$ cat src/rtm_regs.svh
// register offsets, field positions, reset values and pattern constants of the retimer bank
`ifndef RTM_REGS_SVH
`define RTM_REGS_SVH

`define RTM_ADDR_FLAG_PAT 8'h30
`define RTM_ADDR_ADAPT 8'h31
`define RTM_ADDR_INT_THR 8'h32
`define RTM_ADDR_MIN 8'h33

`define RTM_RST_FLAG_PAT 8'h00
`define RTM_RST_ADAPT 8'h20
`define RTM_RST_INT_THR 8'h11
`define RTM_RST_MIN 8'h88

`define RTM_BIT_RANGE_ERR 5
`define RTM_BIT_EYE_FLAG 4
`define RTM_BIT_PAT_CLK 3
`define RTM_PAT_SEL_HI 1
`define RTM_PAT_SEL_LO 0
`define RTM_MODE_HI 6
`define RTM_MODE_LO 5
`define RTM_FOM_HI 4
`define RTM_FOM_LO 3
`define RTM_HORIZ_HI 7
`define RTM_HORIZ_LO 4
`define RTM_VERT_HI 3
`define RTM_VERT_LO 0

// one threshold step is eight counts of measured opening
`define RTM_THR_SCALE 3'h0

`define RTM_LFSR_W 31
`define RTM_LFSR_SEED 31'h7FFFFFFF
`define RTM_ERR_MAX 8'hFF

`endif

$ cat src/rtm_pkg.sv
// types shared by the retimer register bank and its pattern block
package rtm_pkg;
   typedef enum logic [1:0] {
      RTM_PAT_7,
      RTM_PAT_9,
      RTM_PAT_15,
      RTM_PAT_31
   } rtm_pattern_e;

   typedef enum logic [1:0] {
      RTM_MODE_NONE,
      RTM_MODE_LIN,
      RTM_MODE_LIN_DFE_LIN,
      RTM_MODE_LOCK_DFE_EQ
   } rtm_adapt_mode_e;

   typedef enum logic [1:0] {
      RTM_FOM_INVALID,
      RTM_FOM_HORIZ,
      RTM_FOM_VERT,
      RTM_FOM_BOTH
   } rtm_fom_e;

   typedef enum {
      ADP_IDLE,
      ADP_LIN1,
      ADP_DFE,
      ADP_LIN2
   } rtm_adapt_state_e;
endpackage : rtm_pkg

$ cat src/rtm_prbs.sv
// pseudo-random pattern generator and self-synchronising checker
`timescale 1ns/1ps
`default_nettype none
`include "rtm_regs.svh"

module rtm_prbs (
   // clock and reset
   input wire logic sys_clk,
   input wire logic rst_n,
   // control
   input wire logic enable,
   input wire logic [1:0] select,
   // serial data and error count
   input wire logic rx_bit,
   output logic gen_bit,
   output logic [7:0] err_count
);
   logic [`RTM_LFSR_W-1:0] gen_q;
   logic [`RTM_LFSR_W-1:0] chk_q;
   logic gen_fb;
   logic chk_fb;

   function automatic logic feedback(input logic [`RTM_LFSR_W-1:0] sr, input logic [1:0] sel);
      logic fb;
      fb = 1'b0;
      unique case (rtm_pkg::rtm_pattern_e'(sel))
         rtm_pkg::RTM_PAT_7: fb = sr[6] ^ sr[5];
         rtm_pkg::RTM_PAT_9: fb = sr[8] ^ sr[4];
         rtm_pkg::RTM_PAT_15: fb = sr[14] ^ sr[13];
         rtm_pkg::RTM_PAT_31: fb = sr[30] ^ sr[27];
      endcase
      return fb;
   endfunction : feedback

   assign gen_fb = feedback(gen_q, select);
   assign chk_fb = feedback(chk_q, select);

   // a gated clock is modelled as a reseed; disabling reseeds, so off then on restarts both
   always_ff @(posedge sys_clk) begin
      if (!rst_n || !enable) begin
         gen_q <= `RTM_LFSR_SEED;
         gen_bit <= 1'b0;
      end else begin
         gen_q <= {gen_q[`RTM_LFSR_W-2:0], gen_fb};
         gen_bit <= gen_fb;
      end
   end

   // checker predicts each bit from the previous received ones; saturates rather than wraps
   always_ff @(posedge sys_clk) begin
      if (!rst_n || !enable) begin
         chk_q <= `RTM_LFSR_SEED;
         err_count <= 8'h00;
      end else begin
         chk_q <= {chk_q[`RTM_LFSR_W-2:0], rx_bit};
         if (rx_bit != chk_fb && err_count != `RTM_ERR_MAX) begin
            err_count <= err_count + 8'h01;
         end
      end
   end
endmodule : rtm_prbs
`default_nettype wire

$ cat src/rtm_regs_top.sv
// per-channel eye-flag, pattern, adaptation mode and eye-minimum registers
`timescale 1ns/1ps
`default_nettype none
`include "rtm_regs.svh"

module rtm_regs_top (
   // clock and reset
   input wire logic sys_clk,
   input wire logic rst_n,
   // register access from the management bus
   input wire logic [7:0] reg_addr,
   input wire logic reg_wr,
   input wire logic [7:0] reg_wdata,
   input wire logic reg_rd,
   output logic [7:0] reg_rdata,
   output logic reg_rvalid,
   // eye monitor
   input wire logic [7:0] horizontal_eye_opening,
   input wire logic [7:0] vertical_eye_opening,
   input wire logic eye_int_enable,
   input wire logic eye_monitor_range_error,
   // equaliser control
   input wire logic linear_adapt_start,
   input wire logic linear_lock,
   input wire logic linear_optimal,
   input wire logic dfe_done,
   output logic linear_adapt_active,
   output logic dfe_adapt_active,
   output logic adapt_done,
   // pattern path
   input wire logic pattern_rx_bit,
   output logic pattern_tx_bit,
   output logic [7:0] pattern_err_count
);
   logic [7:0] flag_pat_q;
   logic [7:0] adapt_q;
   logic [7:0] int_thr_q;
   logic [7:0] min_q;
   logic eye_flag_q;
   logic range_err_q;
   logic eye_drop;
   logic flag_set;
   logic rd_flag_reg;
   logic wr_flag_reg;
   logic eye_ok;
   logic [1:0] run_mode_q;
   rtm_pkg::rtm_adapt_state_e st_q;
   rtm_pkg::rtm_adapt_state_e st_d;
   logic done_d;

   // opening compared against threshold times eight
   assign eye_drop = (horizontal_eye_opening <
                      {int_thr_q[`RTM_HORIZ_HI:`RTM_HORIZ_LO], `RTM_THR_SCALE}) ||
                     (vertical_eye_opening <
                      {int_thr_q[`RTM_VERT_HI:`RTM_VERT_LO], `RTM_THR_SCALE});
   assign flag_set = eye_int_enable && eye_drop;
   assign rd_flag_reg = reg_rd && reg_addr == `RTM_ADDR_FLAG_PAT;
   assign wr_flag_reg = reg_wr && reg_addr == `RTM_ADDR_FLAG_PAT;

   // writable fields; status bits are not stored here so writes cannot touch them
   always_ff @(posedge sys_clk) begin
      if (!rst_n) begin
         flag_pat_q <= `RTM_RST_FLAG_PAT;
         adapt_q <= `RTM_RST_ADAPT;
         int_thr_q <= `RTM_RST_INT_THR;
         min_q <= `RTM_RST_MIN;
      end else if (reg_wr) begin
         unique case (reg_addr)
            `RTM_ADDR_FLAG_PAT: flag_pat_q <= reg_wdata;
            `RTM_ADDR_ADAPT: adapt_q <= reg_wdata;
            `RTM_ADDR_INT_THR: int_thr_q <= reg_wdata;
            `RTM_ADDR_MIN: min_q <= reg_wdata;
            default: ;
         endcase
      end
   end

   // sticky flag: a new drop in the clearing read's cycle survives it
   always_ff @(posedge sys_clk) begin
      if (!rst_n) begin
         eye_flag_q <= 1'b0;
         range_err_q <= 1'b0;
      end else begin
         eye_flag_q <= (eye_flag_q && !rd_flag_reg) || flag_set;
         range_err_q <= eye_monitor_range_error;
      end
   end

   // read port answers one cycle after the strobe; unmapped offsets read zero
   always_ff @(posedge sys_clk) begin
      if (!rst_n) begin
         reg_rdata <= 8'h00;
         reg_rvalid <= 1'b0;
      end else begin
         reg_rvalid <= reg_rd;
         if (reg_rd) begin
            unique case (reg_addr)
               `RTM_ADDR_FLAG_PAT: begin
                  reg_rdata <= flag_pat_q;
                  reg_rdata[`RTM_BIT_EYE_FLAG] <= eye_flag_q;
                  reg_rdata[`RTM_BIT_RANGE_ERR] <= range_err_q;
               end
               `RTM_ADDR_ADAPT: reg_rdata <= adapt_q;
               `RTM_ADDR_INT_THR: reg_rdata <= int_thr_q;
               `RTM_ADDR_MIN: reg_rdata <= min_q;
               default: reg_rdata <= 8'h00;
            endcase
         end
      end
   end

   function automatic logic eye_meets(input logic [1:0] fom, input logic h_ok, input logic v_ok);
      logic ok;
      ok = 1'b0;
      unique case (rtm_pkg::rtm_fom_e'(fom))
         rtm_pkg::RTM_FOM_INVALID: ok = 1'b0;
         rtm_pkg::RTM_FOM_HORIZ: ok = h_ok;
         rtm_pkg::RTM_FOM_VERT: ok = v_ok;
         rtm_pkg::RTM_FOM_BOTH: ok = h_ok && v_ok;
      endcase
      return ok;
   endfunction : eye_meets

   // invalid figure of merit never qualifies, so mode 3 waits rather than guess
   assign eye_ok = eye_meets(adapt_q[`RTM_FOM_HI:`RTM_FOM_LO],
      horizontal_eye_opening >= {min_q[`RTM_HORIZ_HI:`RTM_HORIZ_LO], `RTM_THR_SCALE},
      vertical_eye_opening >= {min_q[`RTM_VERT_HI:`RTM_VERT_LO], `RTM_THR_SCALE});

   always_comb begin
      st_d = st_q;
      done_d = 1'b0;
      unique case (st_q)
         rtm_pkg::ADP_IDLE: if (linear_adapt_start) begin
            if (adapt_q[`RTM_MODE_HI:`RTM_MODE_LO] == rtm_pkg::RTM_MODE_NONE) begin
               done_d = 1'b1;
            end else begin
               st_d = rtm_pkg::ADP_LIN1;
            end
         end
         rtm_pkg::ADP_LIN1: begin
            unique case (rtm_pkg::rtm_adapt_mode_e'(run_mode_q))
               rtm_pkg::RTM_MODE_LOCK_DFE_EQ: if (linear_lock && eye_ok) begin
                  st_d = rtm_pkg::ADP_DFE;
               end
               rtm_pkg::RTM_MODE_LIN_DFE_LIN: if (linear_optimal) begin
                  st_d = rtm_pkg::ADP_DFE;
               end
               default: if (linear_optimal) begin
                  st_d = rtm_pkg::ADP_IDLE;
                  done_d = 1'b1;
               end
            endcase
         end
         rtm_pkg::ADP_DFE: if (dfe_done) begin
            st_d = rtm_pkg::ADP_LIN2;
         end
         rtm_pkg::ADP_LIN2: if (linear_optimal) begin
            st_d = rtm_pkg::ADP_IDLE;
            done_d = 1'b1;
         end
      endcase
   end

   // mode is latched at start so a mid-run write cannot skip a phase
   always_ff @(posedge sys_clk) begin
      if (!rst_n) begin
         st_q <= rtm_pkg::ADP_IDLE;
         run_mode_q <= 2'h0;
         linear_adapt_active <= 1'b0;
         dfe_adapt_active <= 1'b0;
         adapt_done <= 1'b0;
      end else begin
         st_q <= st_d;
         if (st_q == rtm_pkg::ADP_IDLE && linear_adapt_start) begin
            run_mode_q <= adapt_q[`RTM_MODE_HI:`RTM_MODE_LO];
         end
         linear_adapt_active <= st_d == rtm_pkg::ADP_LIN1 || st_d == rtm_pkg::ADP_LIN2;
         dfe_adapt_active <= st_d == rtm_pkg::ADP_DFE;
         adapt_done <= done_d;
      end
   end

   rtm_prbs u_prbs (
      .sys_clk(sys_clk),
      .rst_n(rst_n),
      .enable(flag_pat_q[`RTM_BIT_PAT_CLK]),
      .select(flag_pat_q[`RTM_PAT_SEL_HI:`RTM_PAT_SEL_LO]),
      .rx_bit(pattern_rx_bit),
      .gen_bit(pattern_tx_bit),
      .err_count(pattern_err_count)
   );
endmodule : rtm_regs_top
`default_nettype wire

$ cat config.mk
export PLATFORM = sky130hd
export DESIGN_NAME = rtm_regs_top
export DESIGN_NICKNAME = d
export VERILOG_FILES = /design/src/rtm_pkg.sv /design/src/rtm_prbs.sv /design/src/rtm_regs_top.sv
export VERILOG_INCLUDE_DIRS = /design/src
export SDC_FILE = /design/constraint.sdc
export NUM_CORES = 1
export LEC_CHECK = 0
export ABC_AREA = 1
export BUFFER_PORTS_ARGS = -buffer_cell sky130_fd_sc_hd__buf_2
export CORE_MARGIN = 4
export CORE_UTILIZATION = 58
export DETAILED_ROUTE_END_ITERATION = 16
export PLACE_DENSITY = 0.77
export SLEW_MARGIN = 20
export SYNTH_ARGS = -nofsm -noshare
export SYNTH_HDL_FRONTEND = slang
export SYNTH_SLANG_ARGS = --single-unit
$ cat constraint.sdc
create_clock -name sys_clk -period 2.02 [get_ports sys_clk]
set_input_delay 0.101 -clock sys_clk [delete_from_list [all_inputs] [get_ports sys_clk]]
set_output_delay 0.101 -clock sys_clk [all_outputs]
set_load 0.01 [all_outputs]
* After elaboration in Yosys (flattened, before gate mapping)
Cells that the tools add are included.
Operators by class: add/sub/neg operators 1, multiply operators 0, div/mod/pow operators 0, magnitude comparators 4, equality and inequality tests 20, shift operators 0, muxes and demuxes 17, bitwise logic cells 8, reduce and logical (&&, ||, !) cells 24
Operator list (count):
- 32-bit two-way mux | 6
- 32-bit case mux with 4 select lines | 1
- 32-bit by 2-bit == test with 1-bit output, second input constant | 3
- 32-bit by 3-bit == test with 1-bit output, second input constant | 2
- 32-bit logical NOT | 2
- 32-bit case mux with 2 select lines | 1
- 32-bit by 1-bit == test with 1-bit output, second input constant | 1
- 8-bit by 6-bit == test with 1-bit output, second input constant | 4
- 8-bit case mux with 4 select lines | 1
- 8-bit by 7-bit >= comparator with 1-bit output | 2
- 8-bit by 7-bit < comparator with 1-bit output | 2
- 2-bit == test, second input constant | 6
- 1-bit case mux with 4 select lines | 3
- 8-bit by 1-bit adder with 8-bit output, second input constant | 1
- 8-bit != test, second input constant | 1
- 2-bit AND reduction | 4
- 1-bit bitwise XOR | 8
- 1-bit logical AND | 7
- 2-bit logical NOT | 3
- 2-bit by 1-bit == test with 1-bit output, second input constant | 2
- 1-bit logical OR | 4
- 1-bit two-way mux | 4
- 1-bit logical NOT | 3
- 1-bit case mux with 3 select lines | 1
- 2 further kinds | 2
Word-level totals: register bits 151, bits in latches 0, bits in writable memories 0, memory bits (read-only) 0, output and inout port bits 21, memories 0

* Longest topological paths before layout
depth in word-level cells 9, mapped depth 14, mapped depth without buffers 14

* By module
From an unflattened synthesis, not the netlist that was laid out.
Unflattened totals: cell total of the unflattened synthesis 755, area, all modules 6128.4 um2
Modules (own cells, without submodules):
- rtm_regs_top | instances 1, cells an instance 483, area each 3721.1 um2, sequential area each 1561.5 um2
- rtm_prbs | instances 1, cells an instance 272, area each 2407.3 um2, sequential area each 1421.4 um2

* Least setup slack after synthesis
OpenSTA, ideal clock, no wires.
path type reg2reg, start reg min_q[2], end reg dfe_adapt_active, setup time 114 ps, data arrival time 1388 ps, data required time 1906 ps, path slack 518 ps, cell stages (with the launch flop) 15, path buffers 0, cells stage by stage dfxtp_1 > inv_1 > ha_1 > nand2_1 > inv_1 > o21ai_0 > nand3_1 > nand3_1 > nand2_1 > nand2_1 > nand2_1 > nor2_1 > nor2_1 > nand2_1 > nor2_1
Between the ends: word-level cells in the longest chain between the ends 8
RTL lines:
- start, declared | RTL line rtm_regs_top.sv:38 | logic [7:0] min_q;
- start signal, assigned | RTL line rtm_regs_top.sv:66 | min_q <= `RTM_RST_MIN;
- start signal, assigned | RTL line rtm_regs_top.sv:72 | `RTM_ADDR_MIN: min_q <= reg_wdata;
- 8-bit by 7-bit >= comparator with 1-bit output (*) | RTL line rtm_regs_top.sv:127 | vertical_eye_opening >= {min_q[`RTM_VERT_HI:`RTM_VERT_LO], `RTM_THR_SCALE});
- 1-bit logical AND | RTL line rtm_regs_top.sv:119 | rtm_pkg::RTM_FOM_BOTH: ok = h_ok && v_ok;
- 1-bit case mux with 4 select lines (*) | RTL line rtm_regs_top.sv:115 | unique case (rtm_pkg::rtm_fom_e'(fom))
- 1-bit logical AND (*) | RTL line rtm_regs_top.sv:142 | rtm_pkg::RTM_MODE_LOCK_DFE_EQ: if (linear_lock && eye_ok) begin
- 32-bit two-way mux (*) | RTL line rtm_regs_top.sv:142
- 32-bit case mux with 2 select lines (*) | RTL line rtm_regs_top.sv:141 | unique case (rtm_pkg::rtm_adapt_mode_e'(run_mode_q))
- 32-bit case mux with 4 select lines (*) | RTL line rtm_regs_top.sv:132 | unique case (st_q)
- 32-bit by 3-bit == test with 1-bit output (*) | RTL line rtm_regs_top.sv:178 | dfe_adapt_active <= st_d == rtm_pkg::ADP_DFE;
- end signal, assigned | RTL line rtm_regs_top.sv:178
- end, declared | RTL line rtm_regs_top.sv:28 | output logic dfe_adapt_active,
Mark *: on every way between the ends. The rest lies on a longest branch, timed or not. A chain may end at the register's enable or synchronous reset.

* Final worst setup path
start reg adapt_q[6], end reg linear_adapt_active
Between the ends: word-level cells in the longest chain between the ends 6, elaborated cells between the ends (all ways) 7, classes of those cells eq/ne: 2; mux: 3; reduce/logical: 2
RTL lines:
- start, declared | RTL line rtm_regs_top.sv:36 | logic [7:0] adapt_q;
- start signal, assigned | RTL line rtm_regs_top.sv:64 | adapt_q <= `RTM_RST_ADAPT;
- start signal, assigned | RTL line rtm_regs_top.sv:70 | `RTM_ADDR_ADAPT: adapt_q <= reg_wdata;
- 2-bit logical NOT (*) | RTL line rtm_regs_top.sv:134 | if (adapt_q[`RTM_MODE_HI:`RTM_MODE_LO] == rtm_pkg::RTM_MODE_NONE) begin
- 32-bit two-way mux (*) | RTL line rtm_regs_top.sv:134
- 32-bit two-way mux (*) | RTL line rtm_regs_top.sv:133 | rtm_pkg::ADP_IDLE: if (linear_adapt_start) begin
- 32-bit case mux with 4 select lines (*) | RTL line rtm_regs_top.sv:132
- 32-bit by 2-bit == test with 1-bit output or 32-bit by 3-bit == test with 1-bit output (tied branches) | RTL line rtm_regs_top.sv:177 | linear_adapt_active <= st_d == rtm_pkg::ADP_LIN1 || st_d == rtm_pkg::ADP_LIN2;
- 1-bit logical OR (*) | RTL line rtm_regs_top.sv:177
- end signal, assigned | RTL line rtm_regs_top.sv:177
- end, declared | RTL line rtm_regs_top.sv:27 | output logic linear_adapt_active,
Marked as above.

==> out/summary.txt <==
status = finished, final reports clean
endpoints failing setup = 0
Skew-Pair Late Insertion Delay = 0.53 ns
fin crit period = 1.84 ns
Buf/Inv on CP = 0
Nets = 865
synth top area cells = dfxtp_1, nand2_1, nor2_1
register area share after synthesis = 51.2%
Peak VDD IR = 0.599 mV
first-pass GRT wire length = 21,600 um
I/O pin cnt = 64
vias in the first global route = 4,869
number of remaining DRC errors = 0
Inst Count DP = 907
Top delay family on crit path = simple AND/OR/NAND/NOR gates
largest net degree at the start of global routing = 61
Synth Area per Inst = 8.00 um^2
Arr. time, crit path = 2.26 ns
Mapped Area = 5820 um^2
CP max stage delay = 0.75 ns
fraction of layout cells with a size suffix above 1 = 20.8%
FF-to-FF path depth = 6
Vias = 4,954
Post-Synthesis Cells = 728
final wirelength = 12,700 um
Hold Buf Count CTS = 14
Num CTS Buffers = 17
PostCTS Resize Cnt = 0
remaining antenna violation count after routing = 0
worst r2r dst = linear_adapt_active$_SDFF_PN0_
DR pass1 iterations = 5
DP HPWL = 8890 um
Layout Skew = 0.00652 ns
EDFF count, synth = 0
worst setup path category = reg2reg
Final GP Congestion = 0.859
LEAKAGE = 3.00 nW
Startpoint Class = flip-flop
synth warn = 0
post-DR vias/cell = 5.20
commonest cells in the netlist = dfxtp_1, nand2_1, nor2_1
relative slew slack = 35.2%
Setup Buffers After CTS = 0
Fmax = 0.544 GHz
critical path capture point type = flip-flop
row cnt = 36
Clk pin slew, worst setup/hold paths = 0.06 ns
grt ovf = 0
Final Cycle Share = 91.0%
WL per Instance = 13.4 um
Slew @ Worst Pin = 0.968 ns
max-slew violation count = 0
1st-iter DRT viols = 314
H-tree depth = 4
Initial Utilization = 59.6%
worst hold path cell count = 5
Clock Sinks = 149
most used cell, CP = nor2_1
pwr dens = 881 nW/um^2
Core Area = 9770 um^2
gr usage total = 23.3%
Max Cap Viol = 0
Die Span X = 108 um
Root Buffer = clkbuf_8
fin util = 70.7%
Syn-to-layout area delta = 18.6%
most numerous cell in the Yosys netlist = dfxtp_1
Top FF cell, synth = dfxtp_1
worst min path class = in2reg
FF-to-FF setup slack = 0.18 ns
cell taking the most area after synthesis = dfxtp_1
post-route design area = 6910 um^2
Unique masters post-synth = 39
Die Y = 108 um
Worst Hold End = eye_flag_q$_SDFF_PN0_
Seq cells post-synth = 149
diode count = 0
Cell Count, Final, Fillers Out = 952
TNS Setup = 0 ns
clock buffer depth = 2
hold_sp = horizontal_eye_opening[7]
CTS tree = built
RSZ-0062 raised after global routing = false
placed cell area = 6250 um^2
CP Cell Sequence = nor2_1 > o22ai_1 > nand3_1 > nor2_1 > nand4_1 > nor2_1
Port Buffer Count = 63
Crit Path Max Fanout = 14
initial antenna violation count = 0
CP Data Required Time = 2.44 ns
post-synth top area share = 51.2%
Async S/R FF share, synth = 0%
final hold vios = 0
Slowest cell on crit path = nor2_1
Syn Nets = 786
die area = 11,700 um^2
worst flop-to-flop path startpoint = adapt_q[6]$_SDFFE_PN0P_
how the worst max path moves through the flow:
stage | start | to | slack [ns] | cells past startpoint
6_report | adapt_q[6]$_SDFFE_PN0P_ | linear_adapt_active$_SDFF_PN0_ | 0.18 | 6
5_1_grt | min_q[2]$_SDFFE_PN0P_ | dfe_adapt_active$_SDFF_PN0_ | 0.01 | 14
4_1_cts | adapt_q[6]$_SDFFE_PN0P_ | linear_adapt_active$_SDFF_PN0_ | 0.20 | 6
3_5_place_dp | st_q[1]$_SDFF_PN0_ | linear_adapt_active$_SDFF_PN0_ | 0.22 | 9
3_3_place_gp | min_q[2]$_SDFFE_PN0P_ | dfe_adapt_active$_SDFF_PN0_ | 0.35 | 14
2_1_floorplan | min_q[2]$_SDFFE_PN0P_ | dfe_adapt_active$_SDFF_PN0_ | 0.52 | 14
worst reg2reg max path, stage by stage, from the launching register on:
cell and delay (ns):
dfxtp_1 0.34, nor2_1 0.75, o22ai_1 0.21, nand3_1 0.18, nor2_1 0.06, nand4_1 0.13, nor2_1 0.07
routing by layer:
| layer | vias to the layer above | share of wire, % | global-route usage (%) |
|---|---|---|---|
| li1 | 2496 | - | - |
| met1 | 2279 | 44 | 28.3 |
| met2 | 149 | 48 | 38.8 |
| met3 | 30 | 5.8 | 6.69 |
| met4 | 0 | 2.0 | 9.56 |
| met5 | - | 0 | 0 |
placed cells by master, fill, tap and decap left out, types with 9 or more instances in the layout:
| cell type | n |
|---|---|
| dfxtp_1 | 149 |
| nand2_1 | 146 |
| nor2_1 | 96 |
| inv_1 | 63 |
| buf_2 | 63 |
| or2_2 | 53 |
| a21oi_1 | 44 |
| o21ai_0 | 38 |
| nand3_1 | 26 |
| o22ai_1 | 16 |
| clkbuf_16 | 16 |
| ha_1 | 15 |
| dlygate4sd3_1 | 14 |
| nor2_2 | 9 |
logic make-up (layout without fill, tap and decap cells):
kind of cell,Yosys count,in the layout,synth area share [%]
xor+xnor,7,7,1.05
compound gates,116,116,11.2
flops,149,149,51.2
simple gates,351,351,27.1
fa+ha+maj,15,15,3.22
buf+inv,90,181,6.19
report_power, final:
group | leakage [nW] | switching (mW) | internal, mW
clock | 0.234 | 1.19 | 1.53
sequential | 1.20 | 0.0181 | 2.97
combinational | 1.57 | 0.243 | 0.144
area by class of cell:
| cell class | instances | area (um^2) |
|---|---|---|
| well taps | 133 | 166 |
| fillers | 751 | 2870 |
| multi-input cells | 489 | 2480 |
| clock buffers | 19 | 432 |
| clock inverters | 12 | 85.1 |
| repair buffers | 82 | 505 |
| inverters | 68 | 256 |
| flip-flops and latches | 149 | 2980 |
per-stage QoR:
stage	setup slack, ns	power, mW	hold slack (ns)
global placement	0.352	3.39	0.319
CTS	0.198	6.13	0.0145
floorplan	0.518	3.30	0.199
detailed placement	0.223	3.41	0.322
global route	0.0110	6.31	0.0639
finish	0.181	6.09	0.0272
registers in the layout, indices dropped and copies added (netlist names), 2 cells and up:
signal / cells
reg_rdata: 8
int_thr_q: 8
u_prbs.gen_q: 31
run_mode_q: 2
adapt_q: 8
min_q: 8
st_q: 32
u_prbs.err_count: 8
flag_pat_q: 6
u_prbs.chk_q: 31
(Power assumes the default switching activity.)
